**src/rtl/tcc_pkg.sv**
```systemverilog
// Package with register map, field positions and reset values of the capture/compare timer.
package tcc_pkg;

    // Register byte offsets.
    localparam logic [7:0] TCC_OFS_TCTL = 8'h00;
    localparam logic [7:0] TCC_OFS_COUNT = 8'h04;
    localparam logic [7:0] TCC_OFS_MODULO = 8'h08;
    localparam logic [7:0] TCC_OFS_CH0_CTL = 8'h0c;
    localparam logic [7:0] TCC_OFS_CH0_VAL = 8'h10;
    localparam logic [7:0] TCC_OFS_CH_STEP = 8'h08;

    // Timer control register fields.
    localparam int TCC_TCTL_OVF = 7;
    localparam int TCC_TCTL_OVIE = 6;
    localparam int TCC_TCTL_HALT = 5;
    localparam int TCC_TCTL_CRST = 4;
    localparam int TCC_TCTL_PS = 0;

    // Channel control register fields.
    localparam int TCC_CH_FLAG = 7;
    localparam int TCC_CH_IE = 6;
    localparam int TCC_CH_MSB = 5;
    localparam int TCC_CH_MSA = 4;
    localparam int TCC_CH_ELSH = 3;
    localparam int TCC_CH_ELSL = 2;
    localparam int TCC_CH_TOGW = 1;
    localparam int TCC_CH_MAX = 0;

    // Values after reset.
    localparam logic [15:0] TCC_MODULO_RST = 16'hffff;
    localparam logic [7:0] TCC_CHCTL_RST = 8'h00;
    localparam logic [2:0] TCC_PS_RST = 3'h0;
    localparam logic TCC_HALT_RST = 1'b0;

    // Largest prescale select that gives a distinct rate.
    localparam logic [2:0] TCC_PS_TOP = 3'h6;
    localparam int TCC_PRESC_W = 6;

    // Output compare pin actions.
    localparam logic [1:0] TCC_ACT_TOGGLE = 2'h1;
    localparam logic [1:0] TCC_ACT_CLEAR = 2'h2;
    localparam logic [1:0] TCC_ACT_SET = 2'h3;

    typedef enum logic {TCC_BUS_IDLE, TCC_BUS_ACCESS} tcc_bus_state_type;

endpackage

```
**src/rtl/tcc_timer.sv**
```systemverilog
// Two-channel capture/compare timer with an AHB-Lite register slave.
//
// Functional notes
// - One 16-bit up-counter is the shared time base, free-running or modulo.
// - Wrap value comes from the software-written 16-bit modulo register.
// - Counter reads never stall, reset or disturb counting.
// - Two channels, each independently input capture or output compare.
// - Prescaler gives seven rates from the bus clock, chosen by 3-bit select.
// - Capture edge chosen by two edge bits: rising, falling or either.
// - Active capture edge copies the counter into the channel value register.
// - Every qualifying edge captures regardless of flag; flag requests interrupt if enabled.
// - Captured value appears a fixed short delay after the pin edge.
// - A later capture overwrites the earlier value.
// - Reset leaves channel value registers untouched.
// - Compare match sets, clears or toggles the pin as configured.
// - Capture and compare events set the flag; enabled flag raises interrupt.
// - Unbuffered compare uses the live value; a passed value gives no match.
// - Link bit in channel 0 joins both channels into one buffered output on pin 0.
// - Linked: channel 0 controls first, then the last-written pair from each overflow.
// - Linked: channel 0 control governs; channel 1 control unused, pin 1 freed.
// - Toggle-on-overflow toggles the pin at wrap; overflow spacing is the period.
// - Period spans modulo plus one counts; 00ff at rate one gives 256 clocks.
// - Overflow flag sets as the counter wraps from modulo to zero; enabled flag requests interrupt.
// - Toggle-on-overflow cleared stops overflow toggles, compares then hold the level.
// - Counter reset bit clears counter and prescaler; halt bit stops counting.
`timescale 1ns/10ps
`default_nettype none

module tcc_timer
    import tcc_pkg::*;
#(
    parameter int NUM_CHAN = 2
) (
    // Clock and reset.
    input wire logic REF_CLK,
    input wire logic RST_N,
    // AHB-Lite slave.
    input wire logic HSEL,
    input wire logic [31:0] HADDR,
    input wire logic [1:0] HTRANS,
    input wire logic HWRITE,
    input wire logic [2:0] HSIZE,
    input wire logic [31:0] HWDATA,
    input wire logic HREADY,
    output logic [31:0] HRDATA,
    output logic HREADYOUT,
    output logic HRESP,
    // Channel pins.
    input wire logic [1:0] CHAN_PIN_IN,
    output logic [1:0] CHAN_PIN_OUT,
    output logic [1:0] CHAN_PIN_OE,
    // Interrupt requests.
    output logic [1:0] CHAN_IRQ_REQ,
    output logic OVF_IRQ_REQ
);

    if (NUM_CHAN != 2) begin : g_chan_check
        $error("tcc_timer supports exactly two channels");
    end

    // Byte offset of a channel register, base plus one step per channel.
    function automatic logic [7:0] ch_ofs(input logic [7:0] base, input int idx);
        ch_ofs = base + (idx[0] ? TCC_OFS_CH_STEP : 8'h00);
    endfunction

    // Prescaler tick for a select value; selects above the top rate reuse it.
    function automatic logic presc_tick(input logic [5:0] presc, input logic [2:0] sel);
        logic [2:0] s;
        logic [6:0] m7;
        s = (sel > TCC_PS_TOP) ? TCC_PS_TOP : sel;
        m7 = (7'h01 << s) - 7'h01;
        presc_tick = ((presc & m7[5:0]) == m7[5:0]);
    endfunction

    // ---------------- Bus slave ----------------
    tcc_bus_state_type bus_state_ff;
    logic [7:0] addr_ff;
    logic write_ff;
    logic [31:0] hrdata_ff;
    wire addr_ok = HSEL & HTRANS[1] & HREADY;
    wire access = (bus_state_ff == TCC_BUS_ACCESS);
    wire wr_en = access & write_ff;
    wire rd_en = access & ~write_ff;
    wire wr_tctl = wr_en & (addr_ff == TCC_OFS_TCTL);
    wire wr_mod = wr_en & (addr_ff == TCC_OFS_MODULO);

    // One wait state lets a read see writes made by the previous transfer.
    always_ff @(posedge REF_CLK or negedge RST_N) begin
        if (!RST_N) begin
            bus_state_ff <= TCC_BUS_IDLE;
            addr_ff <= 8'h00;
            write_ff <= 1'b0;
        end else begin
            bus_state_ff <= addr_ok ? TCC_BUS_ACCESS : TCC_BUS_IDLE;
            if (addr_ok) begin
                addr_ff <= {HADDR[7:2], 2'b00};
                write_ff <= HWRITE;
            end
        end
    end

    assign HREADYOUT = ~access;
    assign HRESP = 1'b0;
    assign HRDATA = hrdata_ff;

    // ---------------- Timer control and counter ----------------
    logic [15:0] cnt_ff;
    logic [5:0] presc_ff;
    logic [15:0] mod_ff;
    logic ovf_ff;
    logic ovie_ff;
    logic halt_ff;
    logic [2:0] ps_ff;
    logic nxt_ovf;

    wire crst = wr_tctl & HWDATA[TCC_TCTL_CRST];
    wire tick = ~halt_ff & presc_tick(presc_ff, ps_ff);
    wire wrap = tick & (cnt_ff == mod_ff);
    wire [15:0] cnt_next = wrap ? 16'h0000 : cnt_ff + 16'h0001;
    wire ovf_clr = wr_tctl & ~HWDATA[TCC_TCTL_OVF];

    assign nxt_ovf = wrap | (ovf_ff & ~ovf_clr);

    always_ff @(posedge REF_CLK or negedge RST_N) begin
        if (!RST_N) begin
            cnt_ff <= 16'h0000;
            presc_ff <= 6'h00;
        end else if (crst) begin
            cnt_ff <= 16'h0000;
            presc_ff <= 6'h00;
        end else begin
            if (tick) begin
                cnt_ff <= cnt_next;
            end
            if (!halt_ff) begin
                presc_ff <= presc_ff + 6'h01;
            end
        end
    end

    always_ff @(posedge REF_CLK or negedge RST_N) begin
        if (!RST_N) begin
            ovf_ff <= 1'b0;
            ovie_ff <= 1'b0;
            halt_ff <= TCC_HALT_RST;
            ps_ff <= TCC_PS_RST;
            mod_ff <= TCC_MODULO_RST;
        end else begin
            ovf_ff <= nxt_ovf;
            if (wr_tctl) begin
                ovie_ff <= HWDATA[TCC_TCTL_OVIE];
                halt_ff <= HWDATA[TCC_TCTL_HALT];
                ps_ff <= HWDATA[TCC_TCTL_PS +: 3];
            end
            if (wr_mod) begin
                mod_ff <= HWDATA[15:0];
            end
        end
    end

    assign OVF_IRQ_REQ = ovf_ff & ovie_ff;

    // ---------------- Channels ----------------
    logic [7:0] chctl_ff [NUM_CHAN];
    logic [7:0] nxt_chctl [NUM_CHAN];
    logic [15:0] val_ff [NUM_CHAN];
    logic [1:0] sync1_ff;
    logic [1:0] sync2_ff;
    logic [1:0] sync3_ff;
    logic [1:0] lvl_ff;
    logic [1:0] pin_ff;
    logic active_ff;
    logic last_wr_ff;
    logic [1:0] wr_ctl;
    logic [1:0] wr_val;
    logic [1:0] is_ic;
    logic [1:0] is_oc;
    logic [1:0] ic_edge;
    logic [1:0] cmp;
    logic [1:0] els [NUM_CHAN];
    logic [15:0] cmp_val [NUM_CHAN];

    wire linked = chctl_ff[0][TCC_CH_MSB];

    for (genvar i = 0; i < NUM_CHAN; i++) begin : g_chan
        // Channel 1 is out of service while linked.
        wire ch_on = (i == 0) | ~linked;
        wire msb = chctl_ff[i][TCC_CH_MSB];
        wire msa = chctl_ff[i][TCC_CH_MSA];
        assign wr_ctl[i] = wr_en & (addr_ff == ch_ofs(TCC_OFS_CH0_CTL, i));
        assign wr_val[i] = wr_en & (addr_ff == ch_ofs(TCC_OFS_CH0_VAL, i));
        assign els[i] = chctl_ff[i][TCC_CH_ELSL +: 2];
        assign is_ic[i] = ch_on & ~msb & ~msa;
        assign is_oc[i] = ch_on & (msb | msa);
        // An edge counts once the two late synchroniser stages agree.
        assign ic_edge[i] = is_ic[i] & (sync2_ff[i] == sync3_ff[i])
            & (sync3_ff[i] != lvl_ff[i])
            & ((sync3_ff[i] & els[i][0]) | (~sync3_ff[i] & els[i][1]));
        // Linked channel 0 compares against whichever pair is active.
        assign cmp_val[i] = ((i == 0) & linked) ? val_ff[active_ff] : val_ff[i];
        // A value already passed never matches until the counter comes round.
        assign cmp[i] = is_oc[i] & tick & (cnt_next == cmp_val[i]);
    end

    always_comb begin
        for (int i = 0; i < NUM_CHAN; i++) begin
            nxt_chctl[i] = wr_ctl[i] ? HWDATA[7:0] : chctl_ff[i];
            nxt_chctl[i][TCC_CH_FLAG] = ic_edge[i] | cmp[i]
                | (chctl_ff[i][TCC_CH_FLAG] & ~(wr_ctl[i] & ~HWDATA[TCC_CH_FLAG]));
        end
    end

    always_ff @(posedge REF_CLK or negedge RST_N) begin
        if (!RST_N) begin
            sync1_ff <= 2'h0;
            sync2_ff <= 2'h0;
            sync3_ff <= 2'h0;
            lvl_ff <= 2'h0;
        end else begin
            sync1_ff <= CHAN_PIN_IN;
            sync2_ff <= sync1_ff;
            sync3_ff <= sync2_ff;
            for (int i = 0; i < NUM_CHAN; i++) begin
                if (sync2_ff[i] == sync3_ff[i]) begin
                    lvl_ff[i] <= sync3_ff[i];
                end
            end
        end
    end

    always_ff @(posedge REF_CLK or negedge RST_N) begin
        if (!RST_N) begin
            for (int i = 0; i < NUM_CHAN; i++) begin
                chctl_ff[i] <= TCC_CHCTL_RST;
            end
        end else begin
            for (int i = 0; i < NUM_CHAN; i++) begin
                chctl_ff[i] <= nxt_chctl[i];
            end
        end
    end

    // No reset here: captured and compare values survive a system reset.
    always_ff @(posedge REF_CLK) begin
        for (int i = 0; i < NUM_CHAN; i++) begin
            if (ic_edge[i]) begin
                val_ff[i] <= cnt_ff;
            end else if (wr_val[i]) begin
                val_ff[i] <= HWDATA[15:0];
            end
        end
    end

    // Buffer selection for the linked pair.
    always_ff @(posedge REF_CLK or negedge RST_N) begin
        if (!RST_N) begin
            active_ff <= 1'b0;
            last_wr_ff <= 1'b0;
        end else if (!linked) begin
            active_ff <= 1'b0;
            last_wr_ff <= 1'b0;
        end else begin
            if (wr_val[1]) begin
                last_wr_ff <= 1'b1;
            end else if (wr_val[0]) begin
                last_wr_ff <= 1'b0;
            end
            if (wrap) begin
                active_ff <= last_wr_ff;
            end
        end
    end

    // Pin drive: overflow toggle outranks a compare in the same cycle.
    always_ff @(posedge REF_CLK or negedge RST_N) begin
        if (!RST_N) begin
            pin_ff <= 2'h0;
        end else begin
            for (int i = 0; i < NUM_CHAN; i++) begin
                if (is_oc[i] & wrap & chctl_ff[i][TCC_CH_TOGW]) begin
                    if (chctl_ff[i][TCC_CH_MAX]) begin
                        pin_ff[i] <= 1'b1;
                    end else begin
                        pin_ff[i] <= ~pin_ff[i];
                    end
                end else if (cmp[i] & ~(chctl_ff[i][TCC_CH_TOGW] & chctl_ff[i][TCC_CH_MAX])) begin
                    // Set or clear onto the held level is a no-op, giving 100 % duty for set and 0 % for clear.
                    case (els[i])
                        TCC_ACT_TOGGLE: pin_ff[i] <= ~pin_ff[i];
                        TCC_ACT_CLEAR: pin_ff[i] <= 1'b0;
                        TCC_ACT_SET: pin_ff[i] <= 1'b1;
                        default: pin_ff[i] <= pin_ff[i];
                    endcase
                end
            end
        end
    end

    for (genvar i = 0; i < NUM_CHAN; i++) begin : g_pin
        assign CHAN_PIN_OE[i] = is_oc[i] & (els[i] != 2'h0);
        assign CHAN_PIN_OUT[i] = pin_ff[i];
        assign CHAN_IRQ_REQ[i] = chctl_ff[i][TCC_CH_FLAG] & chctl_ff[i][TCC_CH_IE];
    end

    // ---------------- Read data ----------------
    wire [31:0] rd_tctl = (32'(ovf_ff) << TCC_TCTL_OVF) | (32'(ovie_ff) << TCC_TCTL_OVIE)
        | (32'(halt_ff) << TCC_TCTL_HALT) | (32'(ps_ff) << TCC_TCTL_PS);
    wire [31:0] rd_mux =
        (addr_ff == TCC_OFS_TCTL) ? rd_tctl :
        (addr_ff == TCC_OFS_COUNT) ? {16'h0000, cnt_ff} :
        (addr_ff == TCC_OFS_MODULO) ? {16'h0000, mod_ff} :
        (addr_ff == ch_ofs(TCC_OFS_CH0_CTL, 0)) ? {24'h000000, chctl_ff[0]} :
        (addr_ff == ch_ofs(TCC_OFS_CH0_VAL, 0)) ? {16'h0000, val_ff[0]} :
        (addr_ff == ch_ofs(TCC_OFS_CH0_CTL, 1)) ? {24'h000000, chctl_ff[1]} :
        (addr_ff == ch_ofs(TCC_OFS_CH0_VAL, 1)) ? {16'h0000, val_ff[1]} :
        32'h00000000;

    // Reading the count only samples it; the counter path has no read term.
    always_ff @(posedge REF_CLK or negedge RST_N) begin
        if (!RST_N) begin
            hrdata_ff <= 32'h00000000;
        end else if (rd_en) begin
            hrdata_ff <= rd_mux;
        end
    end
endmodule

`default_nettype wire

```
**config.mk**
```make
export PLATFORM = sky130hd
export DESIGN_NAME = tcc_timer
export DESIGN_NICKNAME = d
export VERILOG_FILES = /design/src/rtl/tcc_pkg.sv /design/src/rtl/tcc_timer.sv
export SDC_FILE = /design/constraint.sdc
export NUM_CORES = 1
export LEC_CHECK = 0
export ABC_CLOCK_PERIOD_IN_PS = 3210
export BUFFER_PORTS_ARGS = -buffer_cell sky130_fd_sc_hd__buf_2
export CAP_MARGIN = 5
export CELL_PAD_IN_SITES_DETAIL_PLACEMENT = 0
export CELL_PAD_IN_SITES_GLOBAL_PLACEMENT = 1
export CORE_ASPECT_RATIO = 1.4
export CORE_MARGIN = 1.5
export CORE_UTILIZATION = 39
export DETAILED_ROUTE_END_ITERATION = 12
export MAX_ROUTING_LAYER = met4
export PLACE_DENSITY_LB_ADDON = 0.25
export SYNTH_ARGS = -nofsm -noshare
export SYNTH_HDL_FRONTEND = slang
export SYNTH_SLANG_ARGS = --single-unit
export TNS_END_PERCENT = 20
```
**constraint.sdc**
```tcl
create_clock -name REF_CLK -period 3.21 [get_ports REF_CLK]
set_input_delay 0.642 -clock REF_CLK [delete_from_list [all_inputs] [get_ports REF_CLK]]
set_output_delay 0.642 -clock REF_CLK [all_outputs]
set_load 0.02 [all_outputs]
```
Yosys cells after proc, flatten, opt, wreduce, memory -nomap -nowiden
Memories as Yosys holds them, arrays and structs flattened. Index checks and enable logic that the tools add are counted.

Magnitude comparators: 1. Bitwise logic cells: 82. Shift operators: 1. Eq/ne operators: 23. Muxes and demuxes: 40. Add/sub/neg operators: 3. Reductions and logical operators: 10.

Operator list (count): $mux W16 (13); $and A1 B1 Y1 (50); $eq A16 B16 Y1 (3); $mux W1 (22); $eq A6 B3 Y1 const B (3); $not A1 Y1 (17); $add A16 B1 Y16 const B (1); $eq A6 B2 Y1 const B (2); $mux W6 (2); $or A1 B1 Y1 (11); $reduce_bool A2 Y1 (5); $eq A2 B2 Y1 const B (4); $logic_not A8 Y1 (1); $or A8 B3 Y8 (1); $or A8 B6 Y8 (1); $or A8 B7 Y8 (1); $reduce_bool A4 Y1 (2); $add A6 B1 Y6 const B (1); $and A6 B6 Y6 (1); $eq A6 B1 Y1 const B (1); $eq A6 B6 Y1 (1); $pmux W1 S3 (2); $shl A1 B3 Y6 const A (1); $sub A6 B1 Y6 const B (1); 9 further kinds (13).

Flip-flop bits (word level): 112. Output and inout bits: 41. Bits of input ports: 76. Word-level logic and storage cells: 185. Memories: 1. RAM bits: 32.

Memories: val_ff (depth 2, bits a word 16, rd ports 3, clocked after Yosys merged registers in 0, wr ports 2, RTL line tcc_timer.sv:166) `logic [15:0] val_ff [NUM_CHAN];`.

Logic depth before layout (Yosys ltp)
Depth after elaboration: 14. Depth in mapped cells: 11. Depth with buffers taken out: 10.

Worst setup path after synthesis
OpenSTA, ideal clock, no wires.

Path type: register -> register. Start point: register cnt_ff[0]. End point: register pin_ff[1], in the netlist CHAN_PIN_OUT[1]. Period minus slack after synthesis: 3164 ps. Path buffers: 1. Library setup time: 120 ps. Data required time: 3090 ps. Arrival: 3044 ps. Cell stages (with the launch flop): 10. Path slack: 46 ps. Cell sequence: dfrtp_1 > buf_4 > xor2_1 > nor4_2 > and4_1 > o21ai_0 > or4b_1 > or4_1 > or4_1 > and3_1.

Cells in the longest elaborated chain, start to end: 8. Elaborated cells on any way between the ends: 13. Those cells by class: 1 x add/sub; 2 x eq/ne; 2 x mux; 5 x bitwise; 3 x reduce/logical.

Ends and longest elaborated chain: start: declaration (RTL line tcc_timer.sv:107) `logic [15:0] cnt_ff;`; start signal: assignment (RTL line tcc_timer.sv:133) `cnt_ff <= cnt_next;`; parallel branches: the longest is 8 deep, another holds $add A16 B1 Y16; end signal: indexed assignment (RTL line tcc_timer.sv:284) `pin_ff[i] <= ~pin_ff[i];`; end signal: indexed assignment (RTL line tcc_timer.sv:289) `TCC_ACT_TOGGLE: pin_ff[i] <= ~pin_ff[i];`; end signal: indexed assignment (RTL line tcc_timer.sv:292) `default: pin_ff[i] <= pin_ff[i];`; end: declaration (RTL line tcc_timer.sv:171) `logic [1:0] pin_ff;`.

Parallel ways; which one is timed is not known. A chain may end at the register's enable or synchronous reset.

Worst setup path after layout
Start point: register cnt_ff[10]. End point: register pin_ff[1], in the netlist CHAN_PIN_OUT[1].

The elaborated chain is that of the path after synthesis.

==> summary.md <==
| Metric | Value |
|---|---|
| Starting density of the core | 0.3981 |
| Max-slew violation count | 0 |
| Drt via density | 5.691 |
| Critical Path RT | 3.53 ns |
| Worst hold margin | 0.2211 ns |
| Row count | 60 |
| First-pass GRT wire length | 40280 um |
| Largest net degree at the start of global routing | 48 |
| Area post-placement | 9051 um2 |
| FF-to-FF path depth | 11 |
| Synth top area cells | dfrtp_1 (26%), edfxtp_1 (13%), mux2_2 (11%) |
| Netlist cell types | 73 |
| Post-DP HPWL | 19850 um |
| N_diodes | 0 |
| Max-cap viol count | 0 |
| Reg-to-Reg Start | cnt_ff[10]$_DFFE_PN0P_ |
| Share of the synthesized area in the top cell type | 0.2607 |
| FF-to-FF setup slack | -0.06 ns |
| CP Capture Type | register |
| Worst Tran Pin Value | 0.6809 ns |
| Fmax | 0.3059 GHz |
| Sequential fraction of the synthesis area | 0.4405 |
| Cell type with the largest total area after synthesis | dfrtp_1 |
| Syn-to-layout area delta | 30.35% |
| Routed wire length | 26530 um |
| Post-synth EDFFs | 32 |
| Synth Warn # | 0 |
| WL per Instance | 22.39 um |
| Remaining global-route overflow | 0 |
| Htree depth | 4 |
| Ports | 117 |
| Final worst setup slack | -0.05942 ns |
| Pleak | 4.351 nW |
| Vias post-DR | 6744 |
| VDD IR max | 353.2 uV |
| Max_slew headroom | 0.5461 |
| Final min period | 3.269 ns |
| Core area | 19290 um2 |
| Clk pin slew, worst setup/hold paths | 0.06 ns |
| Filler Cell Count | 1762 |
| Asr flop ratio synth | 0.7500 |
| Final period utilization | 1.019 |
| Height of the chip | 169.0 um |
| Initial antenna violation count | 0 |
| Root buf cell | clkbuf_16 |
| Worst-Skew Late Latency | 0.43 ns |
| Post-Syn Area | 7680 um2 |
| CP Max Fanout | 4 |
| Die X | 121.6 um |
| Setup Slack @ Placement | -0.6120 ns |
| Clock Skew | 0.009870 ns |
| Mapped Cells | 750 |
| Pwr dens | 666.7 nW/um2 |
| CTS buffer count | 17 |
| Port Buffers | 53 |
| Clk buf depth | 2 |
| Failing checks | negative setup slack |
| Iteration-0 DRC Markers | 520 |
| Final setup viols | 2 |
| Final Non-Filler Cells | 1185 |
| Die ar. | 20550 um2 |
| Outcome | complete, but fails checks |
| Fin. Hold Viols | 0 |
| Worst Path Arrival | 3.59 ns |
| Post-route ant nets | 0 |
| DRC | 0 |
| TritonRoute pass-1 iters | 5 |
| Routability congestion estimate from global placement | 0.9462 |
| Setup TNS Final | -0.07887 ns |
| Worst-path cell chain | buf_4 > nand4_1 > buf_4 > nor4_4 > xnor2_2 > nand2_1 > a211oi_1 > a21oi_1 > or4_4 > or4_4 > and3_1 |
| Reg2reg end | CHAN_PIN_OUT[1]$_DFFE_PN0P_ |
| Nets | 1002 |
| Synthesized flop and latch total | 128 |
| WS Path Type | register to register |
| CTS tree | built |
| Slowest stage cell, crit path | or4_4 |
| Min-Delay Path Class | input port to asynchronous set/reset pin |
| Avg Cell Area, Syn | 10.24 um2 |
| Critical Path Start Type | register |
| Vias in the first global route | 6831 |
| Proportion of layout cells with a drive suffix above 1 | 0.3949 |
| RSZ-0062 raised after global routing | yes |
| Dpl cells | 1144 |
| # clock sinks | 128 |
| Synth Flop Type | dfrtp_1 |
| Fin area | 10010 um2 |
| Crit path largest cell delay | 0.58 ns |
| Global-route usage over all layers | 0.2721 |
## how the worst max path moves through the flow
stage	startpoint	endpoint	slack (ns)	cells past startpoint
6_report	cnt_ff[10]$_DFFE_PN0P_	CHAN_PIN_OUT[1]$_DFFE_PN0P_	-0.06	11
5_1_grt	cnt_ff[10]$_DFFE_PN0P_	CHAN_PIN_OUT[0]$_DFFE_PN0P_	-0.19	13
4_1_cts	cnt_ff[1]$_DFFE_PN0P_	CHAN_PIN_OUT[1]$_DFFE_PN0P_	-0.22	11
3_5_place_dp	cnt_ff[0]$_DFFE_PN0P_	CHAN_PIN_OUT[0]$_DFFE_PN0P_	-0.61	13
3_3_place_gp	cnt_ff[0]$_DFFE_PN0P_	CHAN_PIN_OUT[0]$_DFFE_PN0P_	-0.62	13
2_1_floorplan	cnt_ff[0]$_DFFE_PN0P_	CHAN_PIN_OUT[1]$_DFFE_PN0P_	0.05	9
## critical path, delay by kind of cell (launching register included)
family / cells / cell delay, ns
DFF: 1 / 0.43
xor gates and xnor gates: 1 / 0.19
and+or+nand+nor: 6 / 1.82
buffers and inverters: 2 / 0.34
AOI/OAI and AO/OA: 2 / 0.39
## power by group
group / internal, mW / switching, mW
clock network: 1.33 / 0.832
logic: 1.11 / 1.20
registers: 1.94 / 0.252
## synth_stat cells, types with 8 or more instances
master	n
o22ai_1	9
nand4_1	9
xnor2_1	14
mux2_2	72
nand3b_1	8
a21oi_1	36
o21ai_0	50
edfxtp_1	32
nand3_1	20
clkbuf_1	26
nor2_1	56
xor2_1	25
inv_1	16
nand2_1	61
buf_4	21
dfstp_2	16
mux2i_1	33
dfrtp_1	80
a221oi_1	10
buf_2	11
nor3_1	20
## cell usage in the layout, fill, tap and decap left out, drive strengths merged, types with 3 or more instances in the layout
cell     instances
nor2b            3
o21ai           50
a22oi            4
buf            203
dfrtp           80
o22ai            9
nand3           20
edfxtp          32
a21oi           36
o31ai            3
conb            17
or3              6
nand3b           8
nor3            20
a221oi          10
mux2i           33
nand2b           6
a211oi           6
clkbuf          17
mux2            72
o221ai           3
nand2           61
o211ai           6
inv             25
and3             4
a2111oi          3
dfstp           16
nor4            13
nor2            57
bufinv           4
a31oi            3
nand4           11
and2             6
xor2            25
a21boi           4
or4              5
xnor2           14
## metrics by stage
step                      utilization  total power, mW
after CTS                      0.5062            6.539
final                          0.5189            6.675
after global routing           0.5189            6.971
after global placement         0.4691            4.259
after floorplan                     -            3.383
after detailed placement       0.4691            4.307
## routing by layer
| metal | up-vias | share of wire | global-route usage |
|---|---|---|---|
| met3 | 66 | 0.038 | 0.03403 |
| li1 | 3065 | - | - |
| met1 | 3397 | 0.38 | 0.2949 |
| met4 | 0 | 0.048 | 0.1284 |
| met5 | - | 0 | - |
| met2 | 216 | 0.54 | 0.4886 |
## timing repair
action                     in CTS  in global routing
pin swaps                       9                 21
gates resized for setup        13                 33
setup buffers                   2                  9
setup endpoints to repair       3                  3
hold buffers                    0                  0
## logic make-up (layout without fill, tap and decap cells)
logic type	Yosys count	in the layout	share of synthesized area
AOI/OAI and AO/OA	160	160	0.1342
xor gates and xnor gates	41	41	0.05034
adders and majority gates	4	4	0.005865
buffers and inverters	80	251	0.05311
DFF	128	128	0.4405
muxes	105	105	0.1486
other	1	17	0.0004883
and+or+nand+nor	231	231	0.1668
## sequential cells by signal, summed over array words and instances, names as in the netlist
| signal | flops |
|---|---|
| CHAN_PIN_OUT | 2 |
| HRDATA | 16 |
| access | 1 |
| active_ff | 1 |
| addr_ff | 6 |
| chctl_ff | 16 |
| cnt_ff | 16 |
| halt_ff | 1 |
| last_wr_ff | 1 |
| lvl_ff | 2 |
| mod_ff | 16 |
| ovf_ff | 1 |
| ovie_ff | 1 |
| presc_ff | 6 |
| ps_ff | 3 |
| sync1_ff | 2 |
| sync2_ff | 2 |
| sync3_ff | 2 |
| val_ff | 32 |
| write_ff | 1 |
## cell type report
cell class / instances / area [um2] / share of cell area
multi-input cells: 558 / 4164 / 0.4159
clock inverters: 15 / 217.7 / 0.02175
clock buffers: 17 / 425.4 / 0.04249
well taps: 248 / 310.3 / 0.03100
inverters: 16 / 60.06 / 0.005999
flip-flops and latches: 128 / 3392 / 0.3388
repair buffers: 203 / 1441 / 0.1440
(Power assumes the default switching activity.)
